$ cat src/prc_consts.vh
// Register map and field constants for the port readback and check block.
// Assumes inclusion by bare name from the design files only.
`ifndef PRC_CONSTS_VH
`define PRC_CONSTS_VH
`define PRC_ADDR_W          4
`define PRC_OFF_READ_CTRL   4'h0
`define PRC_OFF_PUO_LOW     4'h1
`define PRC_OFF_PUO_HIGH    4'h2
`define PRC_OFF_PORT_LATCH  4'h3
`define PRC_OFF_PORT_MODE   4'h4
`define PRC_OFF_PORT_CTRL   4'h5
`define PRC_OFF_PORT_DATA   4'h6
`define PRC_OFF_BIT_OP      4'h7
`define PRC_OFF_CHECK       4'h8
`define PRC_OFF_CHECK_MASK  4'h9
`define PRC_OFF_EDGE_FLAGS  4'hA
`define PRC_OFF_EDGE_CFG    4'hB
`define PRC_OFF_EDGE_FALL   4'hC
`define PRC_BIT_PIN_ACCESS  0
`define PRC_BIT_P9_PULLUP   1
`define PRC_EDGE_EN_RST     7'h00
`define PRC_READ_CTRL_RST   8'h00
`define PRC_PUO_LOW_FIXED   8'h8A
`define PRC_PUO_HIGH_FIXED  8'hFD
`define PRC_PUO_RST         8'h00
`define PRC_MODE_RST        8'hFF
`define PRC_CTRL_RST        8'h00
`define PRC_BITOP_SET       2'h1
`define PRC_BITOP_CLR       2'h2
`define PRC_BITOP_NOT       2'h3
`endif

$ cat src/prc_edge_det.v
// Edge detectors raising external edge interrupt requests from pin levels.
// Assumes pin levels synchronous to the clock; software clears flags.
`timescale 1ns/100ps
module prc_edge_det #(
  parameter N = 7
) (
  // Clock and reset
  input  wire         clk_i,
  input  wire         rst_i,
  // Pin levels and edge selection
  input  wire [N-1:0] pin_i,
  input  wire [N-1:0] rise_en_i,
  input  wire [N-1:0] fall_en_i,
  // Flag clear by software
  input  wire [N-1:0] clear_i,
  output reg  [N-1:0] flag_o
);
  reg  [N-1:0] last;
  wire [N-1:0] hit;

  assign hit = (pin_i & ~last & rise_en_i) | (~pin_i & last & fall_en_i);

  always @(posedge clk_i or posedge rst_i) begin
    if (rst_i) begin
      last   <= {N{1'b0}};
      flag_o <= {N{1'b0}};
    end else begin
      last   <= pin_i;
      // Timer inputs still flag. A new edge wins over a clear.
      flag_o <= (flag_o & ~clear_i) | hit;
    end
  end
endmodule // prc_edge_det

$ cat src/prc_pin_check.v
// Combinational pin versus latch compare for one 8-bit port.
// Assumes mode bit 1 means input and ctrl bit 1 means control mode.
`timescale 1ns/100ps
module prc_pin_check (
  // Port state
  input  wire [7:0] pin_i,
  input  wire [7:0] latch_i,
  input  wire [7:0] ctrl_out_i,
  input  wire [7:0] mode_in_i,
  input  wire [7:0] ctrl_sel_i,
  input  wire [7:0] has_latch_i,
  // Result
  output wire [7:0] mask_o,
  output wire       mismatch_o
);
  wire [7:0] ref_val;
  wire [7:0] self_cmp;

  // Input or latchless pins compare to themselves.
  assign self_cmp = mode_in_i | ~has_latch_i;
  // Latch or control output as reference.
  assign ref_val  = (self_cmp & pin_i)
                  | (~self_cmp & ((ctrl_sel_i & ctrl_out_i) | (~ctrl_sel_i & latch_i)));
  assign mask_o     = pin_i ^ ref_val;
  assign mismatch_o = |mask_o;
endmodule // prc_pin_check

$ cat src/prc_top.v
// Port readback, pin check, pull-up option and edge request logic.
// Assumes a simple register port with read data one cycle after the strobe.
//
// The register offsets and the plain strobed port were left to the implementer.
`timescale 1ns/100ps
`include "prc_consts.vh"
module prc_top #(
  parameter HAS_LATCH = 8'hFF
) (
  // Clock and reset
  input  wire       SYS_CLK_I,
  input  wire       RESET_I,
  // Register port
  input  wire [3:0] ADDR_I,
  input  wire [7:0] WDATA_I,
  input  wire       WR_I,
  input  wire       RD_I,
  output reg  [7:0] RDATA_O,
  // Port pins
  input  wire [7:0] PIN_I,
  output reg  [7:0] PIN_O,
  output reg  [7:0] PIN_OE_O,
  output reg  [7:0] PULLUP_EN_O,
  // Internal control outputs of peripherals sharing the port
  input  wire [7:0] CTRL_OUT_I,
  input  wire [7:0] CTRL_OE_I,
  // Port 9 pins and strobe mode
  input  wire [4:0] P9_INPUT_MODE_I,
  input  wire [4:0] P9_STROBE_MODE_I,
  output reg  [4:0] P9_PULLUP_O,
  // Edge interrupt requests for P21 to P27
  input  wire [6:0] EDGE_PIN_I,
  output reg  [6:0] EDGE_REQ_O
);
  reg  [7:0] port_read_control;
  reg  [7:0] pullup_option_low;
  reg  [7:0] pullup_option_high;
  reg  [7:0] port_latch;
  reg  [7:0] port_mode;
  reg  [7:0] port_ctrl;
  reg  [6:0] rise_en;
  reg  [6:0] fall_en;
  reg  [7:0] next_rdata;
  reg  [7:0] next_latch;
  reg  [7:0] rmw_src;
  reg  [6:0] edge_clear;
  wire [6:0] edge_flag;
  wire [7:0] chk_mask;
  wire       chk_mismatch;
  wire       pin_access_select;
  wire       wr_bitop;
  wire [7:0] bit_sel;

  assign pin_access_select = port_read_control[`PRC_BIT_PIN_ACCESS];
  assign wr_bitop          = WR_I && (ADDR_I == `PRC_OFF_BIT_OP);
  assign bit_sel           = 8'h01 << WDATA_I[2:0];

  // Port read value: latch for outputs, pin for inputs, or pins for all bits with pin_mode set.
  function [7:0] port_value;
    input [7:0] pins;
    input [7:0] latch;
    input [7:0] mode;
    input       pin_mode;
    begin
      port_value = pin_mode ? pins : ((mode & pins) | (~mode & latch));
    end
  endfunction

  prc_pin_check u_check (
    .pin_i       (PIN_I),
    .latch_i     (port_latch),
    .ctrl_out_i  (CTRL_OUT_I),
    .mode_in_i   (port_mode),
    .ctrl_sel_i  (port_ctrl),
    .has_latch_i (HAS_LATCH),
    .mask_o      (chk_mask),
    .mismatch_o  (chk_mismatch)
  );

  prc_edge_det #(.N(7)) u_edge (
    .clk_i     (SYS_CLK_I),
    .rst_i     (RESET_I),
    .pin_i     (EDGE_PIN_I),
    .rise_en_i (rise_en),
    .fall_en_i (fall_en),
    .clear_i   (edge_clear),
    .flag_o    (edge_flag)
  );

  always @* begin
    edge_clear = 7'h00;
    if (WR_I && (ADDR_I == `PRC_OFF_EDGE_FLAGS)) begin
      edge_clear = WDATA_I[6:0];
    end
  end

  // Bit operations: NOT reads the whole port and changes one bit; set and clear work on the latch alone.
  always @* begin
    // Pin access mode takes pins as read value.
    // Normal mode uses latch for output bits.
    rmw_src    = pin_access_select ? PIN_I : port_value(PIN_I, port_latch, port_mode, 1'b0);
    next_latch = port_latch;
    if (WR_I && (ADDR_I == `PRC_OFF_PORT_LATCH)) begin
      next_latch = WDATA_I;
    end else if (wr_bitop) begin
      // Single-bit set and clear touch one latch bit only.
      case (WDATA_I[5:4])
        `PRC_BITOP_SET: next_latch = port_latch | bit_sel;
        `PRC_BITOP_CLR: next_latch = port_latch & ~bit_sel;
        `PRC_BITOP_NOT: next_latch = rmw_src ^ bit_sel;
        default:        next_latch = rmw_src;
      endcase
    end
  end

  always @* begin
    case (ADDR_I)
      `PRC_OFF_READ_CTRL:  next_rdata = {7'h00, pin_access_select};
      `PRC_OFF_PUO_LOW:    next_rdata = pullup_option_low;
      `PRC_OFF_PUO_HIGH:   next_rdata = pullup_option_high;
      `PRC_OFF_PORT_LATCH: next_rdata = port_latch;
      `PRC_OFF_PORT_MODE:  next_rdata = port_mode;
      `PRC_OFF_PORT_CTRL:  next_rdata = port_ctrl;
      // Pin level returned in pin access mode.
      `PRC_OFF_PORT_DATA:  next_rdata = port_value(PIN_I, port_latch, port_mode,
                                                    pin_access_select);
      `PRC_OFF_CHECK:      next_rdata = {7'h00, chk_mismatch};
      `PRC_OFF_CHECK_MASK: next_rdata = chk_mask;
      `PRC_OFF_EDGE_FLAGS: next_rdata = {1'b0, edge_flag};
      `PRC_OFF_EDGE_CFG:   next_rdata = {1'b0, rise_en};
      `PRC_OFF_EDGE_FALL:  next_rdata = {1'b0, fall_en};
      default:             next_rdata = 8'h00;
    endcase
  end

  // Output latch has no reset value.
  always @(posedge SYS_CLK_I) begin
    port_latch <= next_latch;
  end

  always @(posedge SYS_CLK_I or posedge RESET_I) begin
    if (RESET_I) begin
      port_read_control  <= `PRC_READ_CTRL_RST;
      pullup_option_low  <= `PRC_PUO_RST;
      pullup_option_high <= `PRC_PUO_RST;
      port_mode          <= `PRC_MODE_RST;
      port_ctrl          <= `PRC_CTRL_RST;
      rise_en            <= `PRC_EDGE_EN_RST;
      fall_en            <= `PRC_EDGE_EN_RST;
      RDATA_O            <= 8'h00;
    end else begin
      RDATA_O <= RD_I ? next_rdata : 8'h00;
      if (WR_I) begin
        case (ADDR_I)
          `PRC_OFF_READ_CTRL: port_read_control <= {7'h00, WDATA_I[`PRC_BIT_PIN_ACCESS]};
          `PRC_OFF_PUO_LOW:   pullup_option_low  <= WDATA_I & ~`PRC_PUO_LOW_FIXED;
          `PRC_OFF_PUO_HIGH:  pullup_option_high <= WDATA_I & ~`PRC_PUO_HIGH_FIXED;
          `PRC_OFF_PORT_MODE: port_mode <= WDATA_I;
          `PRC_OFF_PORT_CTRL: port_ctrl <= WDATA_I;
          `PRC_OFF_EDGE_CFG:  rise_en   <= WDATA_I[6:0];
          `PRC_OFF_EDGE_FALL: fall_en   <= WDATA_I[6:0];
          default: ;
        endcase
      end
    end
  end

  // Pin drivers and pull-ups, all registered.
  always @(posedge SYS_CLK_I or posedge RESET_I) begin
    if (RESET_I) begin
      PIN_O       <= 8'h00;
      PIN_OE_O    <= 8'h00;
      PULLUP_EN_O <= 8'h00;
      P9_PULLUP_O <= 5'h00;
      EDGE_REQ_O  <= 7'h00;
    end else begin
      PIN_O       <= (port_ctrl & CTRL_OUT_I) | (~port_ctrl & next_latch);
      PIN_OE_O    <= (port_ctrl & CTRL_OE_I) | (~port_ctrl & ~port_mode);
      PULLUP_EN_O <= pullup_option_low & port_mode & ~port_ctrl;
      // Port 9 pull-ups on input, non-strobe pins.
      P9_PULLUP_O <= {5{pullup_option_high[`PRC_BIT_P9_PULLUP]}} & P9_INPUT_MODE_I
                     & ~P9_STROBE_MODE_I;
      EDGE_REQ_O  <= edge_flag;
    end
  end
endmodule // prc_top

$ cat config.mk
export PLATFORM = sky130hd
export DESIGN_NAME = prc_top
export DESIGN_NICKNAME = d
export VERILOG_FILES = /design/src/prc_edge_det.v /design/src/prc_pin_check.v /design/src/prc_top.v
export VERILOG_INCLUDE_DIRS = /design/src /design/src/src
export SDC_FILE = /design/constraint.sdc
export NUM_CORES = 1
export LEC_CHECK = 0
export BUFFER_PORTS_ARGS = -buffer_cell sky130_fd_sc_hd__buf_2
export CORE_MARGIN = 3
export CORE_UTILIZATION = 55
export DETAILED_ROUTE_END_ITERATION = 16
export PLACE_DENSITY_LB_ADDON = 0.3
export SLEW_MARGIN = 20
export SYNTH_ARGS = -nofsm -noshare
export SYNTH_HDL_FRONTEND = slang
export SYNTH_SLANG_ARGS = --single-unit
$ cat constraint.sdc
create_clock -name SYS_CLK_I -period 5.5 [get_ports SYS_CLK_I]
set_clock_uncertainty 0.2 [all_clocks]
set_input_delay 0.55 -clock SYS_CLK_I [delete_from_list [all_inputs] [get_ports SYS_CLK_I]]
set_output_delay 0.55 -clock SYS_CLK_I [all_outputs]
set_load 0.05 [all_outputs]
Word level (Yosys, flattened, before mapping)
Cells that the tools add are included.

storage, ports and cells
  register bits after elaboration = 103
  word-level logic and storage cells = 86

operators by class
  equality and inequality tests = 15
  shift operators = 1
  reductions and logical operators = 12
  bitwise logic cells = 35
  muxes and demuxes = 7

operators by type and width
  operator                                             number
  case mux 8 bit (12 select lines)                     1
  AND 8 bit                                            10
  OR 8 bit                                             6
  AND 7 bit                                            5
  2-to-1 mux 8 bit                                     4
  NOT 8 bit                                            3
  case mux 8 bit (3 select lines)                      1
  NOT 7 bit                                            3
  equality test 4 bit, second input constant           5
  equality test 4 x 3 -> 1 bit, second input constant  4
  bitwise XOR 8 bit                                    2
  OR 7 bit                                             2
  AND reduction 2 bit                                  7
  AND 5 bit                                            2
  AND 7 x 8 -> 8 bit                                   1
  equality test 4 x 2 -> 1 bit, second input constant  2
  OR reduction 8 bit                                   1
  left shift 1 x 3 -> 8 bit, first input constant      1
  2-to-1 mux 7 bit                                     1
  NOT 5 bit                                            1
  equality test 2 bit, second input constant           2
  equality test 4 x 1 -> 1 bit, second input constant  1
  zero test 4 bit                                      1
  logical AND 1 bit                                    3
  equality test 2 x 1 -> 1 bit, second input constant  1

Logic depth before layout (Yosys ltp)
  depth after elaboration = 10
  depth in mapped cells = 8
  mapped depth without buffers = 5

Cells and area by module
Synthesis repeated with hierarchy kept, for this count alone.

second synthesis, totals
  cell total of the unflattened synthesis = 547
  area total of the unflattened synthesis = 5,360.1 sq um

modules (own cells, without submodules)
  module         sequential area each (sq um)  instances  area each (sq um)  cells an instance
  prc_top        2,122.0                       1          4,524.3            471
  prc_edge_det   350.3                         1          558.0              43
  prc_pin_check  0.0                           1          277.8              33

Worst setup path after synthesis
OpenSTA, ideal clock, no wires.

  path kind = input port to flip-flop
  start point = input port ADDR_I[0]
  end point = register PIN_O[7]
  setup slack = 3.492 ns
  data required time = 5.175 ns
  stages = 7
  data arrival time = 1.683 ns
  cell sequence = buf_4 > and2_0 > buf_2 > a32oi_1 > o311ai_1 > o211a_1 > mux2_2

on the way
  longest elaborated chain between the ends = 6
  elaborated cells on any way between the ends = 8

ends and longest elaborated chain
  item                                           RTL line       text
  start, declared                                prc_top.v:14   input wire [3:0] ADDR_I,
  equality test 4 x 3 -> 1 bit (no source line)  -
  logical AND 1 bit                              prc_top.v:55   assign wr_bitop = WR_I && (ADDR_I == `PRC_OFF_BIT_OP);
  2-to-1 mux 8 bit                               prc_top.v:105  end else if (wr_bitop) begin
  2-to-1 mux 8 bit (*)                           prc_top.v:103  if (WR_I && (ADDR_I == `PRC_OFF_PORT_LATCH)) begin
  named net next_latch[7]                        prc_top.v:44   reg [7:0] next_latch;
  AND 8 bit (*)                                  prc_top.v:177  PIN_O <= (port_ctrl & CTRL_OUT_I) | (~port_ctrl & next_latch);
  OR 8 bit (*)                                   prc_top.v:177
  end signal, assigned                           prc_top.v:177
  end, declared                                  prc_top.v:21   output reg [7:0] PIN_O,

The timed path passes the listed nets; every way through them passes the cells marked *.
A chain may end at the register's enable or synchronous reset.

Worst setup path in the final report
Same ends and word-level chain as after synthesis.

==> impl_metrics.ini <==
[layout]
drive_above_1_share_pct = 25.9
fillers = 766
nNetsFinal = 692
finalCoreUtilization_pct = 64.3
diodes = 0
areaGrowthSynthToFinish_pct = 11.4

[yosys]
synth_area_leaders = dfrtp_1 39%, mux2_2 6.8%, o21ai_0 4.1%
yosysTopAreaCell = dfrtp_1
synth_cell_types = 69
muxShareOfSynthArea_pct = 9.98
synthFlopType = dfrtp_1
synth_xor_area_share_pct = 0.968
synth_top_family_by_area = simple AND/OR/NAND/NOR gates
ys_warn_count = 0
synth_top_area_share_pct = 38.7
synthAdderAreaFrac_pct = 0.184
synth_compound_area_share_pct = 17.0
syn_avg_cell_area_sq_um = 9.44
seq_area_frac_synth_pct = 45.5
synthArstFlopShare_pct = 92.0
synthCells = 575
ys_ff_latch = 100
synth-simple-area-share_pct = 20.9
syn-cell-area_sq_um = 5430
synth-edff-count = 0

[timing]
post-route-period-util_pct = 50.6
rsz0062_at_grt = false
whs_ns = 0.0450
clock.fmax_mhz = 359
timing.final.ws_setup_ns = 2.72
maxSlewHeadroom_pct = 33.6
finalSetupViolations = 0
fin_crit_ns = 2.78
tns_ns = 0
drv_slew = 0
hold_violations = 0
tightest_slew_ns = 0.994

[detailed_routing]
num_vias = 4792
ant_nets = 0
drc = 0
first_pass_iters = 5
drt_iter0_markers = 428
wl_mm = 15.9
vias_per_cell = 6.23
wl_per_cell_um = 20.7

[critical_path]
critPathCaptureType = flop
cp-start-kind = input port
crit_fanout = 26
arrival_ns = 2.85
critical_path_class = input port to flop
critical_path_required_ns = 5.57

[clock_network]
postCtsResizedCells = 0
holdBufCountCts = 0
cts_buffers = 9
cts_buffer_depth = 2
root_buffer = clkbuf_8
h-tree-depth = 3
worstSkewPairLatency_ns = 0.38
cts_setup_buffers = 0
cts_tree = yes
clk_pin_slew_ns = 0.11
clock_sinks = 100

[power_and_ir_drop]
p_per_area_nw_per_um2 = 372
vdd.ir_drop.worst_mv = 0.245
power_mw = 2.25
leakage_nw = 2.61

[global_route]
grtUsageTotal_pct = 29.0
grt_max_degree = 53
antenna_found_initial = 0
grt_pass1_wl_mm = 25.2
grt_pass1_vias = 4754
gr-total-overflow = 0

[floorplanning]
fp.dieArea_sq_um = 11100
initial_core_util_pct = 57.7
num_io_pins = 101
die_w_um = 105
rows = 35
core_sq_um = 9420
die_y_um = 105

[hold_path]
worstHoldPathType = input port to asynchronous set/reset pin

[placement]
place_worst_setup_slack_ns = 2.33
post-dp-hpwl_mm = 11.2
portBuffers = 97
gp_congestion = 0.966

[run]
drv_cap = 0

[run_status]
outcome = completed
[cells in the mapped netlist (all sizes together), types with 6 or more instances]
cell type / n
nor3b: 6
dfstp: 8
a31oi: 14
nand3: 10
nand3b: 10
nand2b: 14
nor4: 10
a21oi: 18
mux2: 33
o21ai: 47
xor2: 6
nand2: 56
a22oi: 7
o31ai: 9
nor2: 46
dfxtp: 8
dfrtp: 84
buf: 28
clkbuf: 23
o211ai: 7
inv: 12
nor3: 25
mux2i: 17
nor2b: 11
[registers in the layout (all words and copies together), names as in the netlist, 5 cells and up]
| register | flops |
|---|---|
| EDGE_REQ_O | 7 |
| P9_PULLUP_O | 5 |
| PIN_O | 8 |
| PIN_OE_O | 8 |
| PULLUP_EN_O | 5 |
| RDATA_O | 8 |
| fall_en | 7 |
| port_ctrl | 8 |
| port_latch | 8 |
| port_mode | 8 |
| pullup_option_low | 5 |
| rise_en | 7 |
| u_edge.flag_o | 7 |
| u_edge.last | 7 |
[cell usage in the layout (no fill, tap or decap), types with 11 or more instances in the layout]
| cell | Yosys | layout |
|---|---|---|
| buf_2 | 23 | 97 |
| dfrtp_1 | 84 | 84 |
| nand2_1 | 55 | 55 |
| nor2_1 | 46 | 46 |
| o21ai_0 | 44 | 44 |
| mux2_2 | 33 | 33 |
| nor3_1 | 25 | 25 |
| a21oi_1 | 18 | 18 |
| mux2i_1 | 17 | 17 |
| nand2b_1 | 14 | 14 |
| a31oi_1 | 14 | 14 |
| nor2b_1 | 11 | 11 |
[logic make-up (layout without fill, tap and decap cells)]
group,count (synthesis),after routing
DFF,100,100
adders and majority gates,1,1
AOI/OAI and AO/OA,137,137
and+or+nand+nor,217,217
other,1,3
buffers and inverters,63,126
xor gates and xnor gates,6,6
muxes,50,50
[power by group]
group | switching [mW] | internal [mW]
clock network | 0.279 | 0.217
logic | 0.450 | 0.242
registers | 0.184 | 0.880
total | 0.913 | 1.34
[metrics by stage]
step | area (sq um) | instances
floorplan | 5440 | 577
global placement | 5850 | 753
detailed placement | 5850 | 753
CTS | 6050 | 769
global route | 6050 | 769
finish | 6050 | 769
[worst paths after layout]
path,slack (ns),to,startpoint,cells past startpoint
max,2.72,PIN_O[7]$_DFF_PP0_,ADDR_I[0],5
min,0.05,u_edge.flag_o[2]$_DFF_PP0_,RESET_I,2
max reg2reg,3.03,RDATA_O[2]$_DFF_PP0_,port_read_control[0]$_DFFE_PP0P_,5
min reg2reg,0.21,EDGE_REQ_O[0]$_DFF_PP0_,u_edge.flag_o[0]$_DFF_PP0_,0
max in group asynchronous,3.95,PULLUP_EN_O[0]$_DFF_PP0_,RESET_I,3
min in group SYS_CLK_I,0.09,u_edge.last[6]$_DFF_PP0_,EDGE_PIN_I[6],1
[cell type report]
type | instances | area [sq um] | share of cell area, %
Multi-Input combinational cell | 414 | 2680 | 44.2
Inverter | 12 | 46.3 | 0.765
Clock buffer | 10 | 128 | 2.11
Timing Repair Buffer | 98 | 493 | 8.15
Clock inverter | 6 | 72.6 | 1.20
Sequential cell | 100 | 2470 | 40.9
Tap cell | 129 | 161 | 2.67
[layer usage]
| layer | vias to the layer above | global-route usage, % | share of wire, % |
|---|---|---|---|
| met5 | - | 0 | 0 |
| met4 | 0 | 10.7 | 2.6 |
| met3 | 29 | 5.08 | 8.0 |
| met2 | 237 | 48.3 | 49 |
| met1 | 2329 | 37.8 | 40 |
| li1 | 2197 | - | - |
[critical path, stage by stage]
cell,delay (ns)
buf_2,0.40
and2_0,0.46
nand3_1,0.70
o211a_1,0.48
mux2_2,0.26
(Power assumes the default switching activity.)
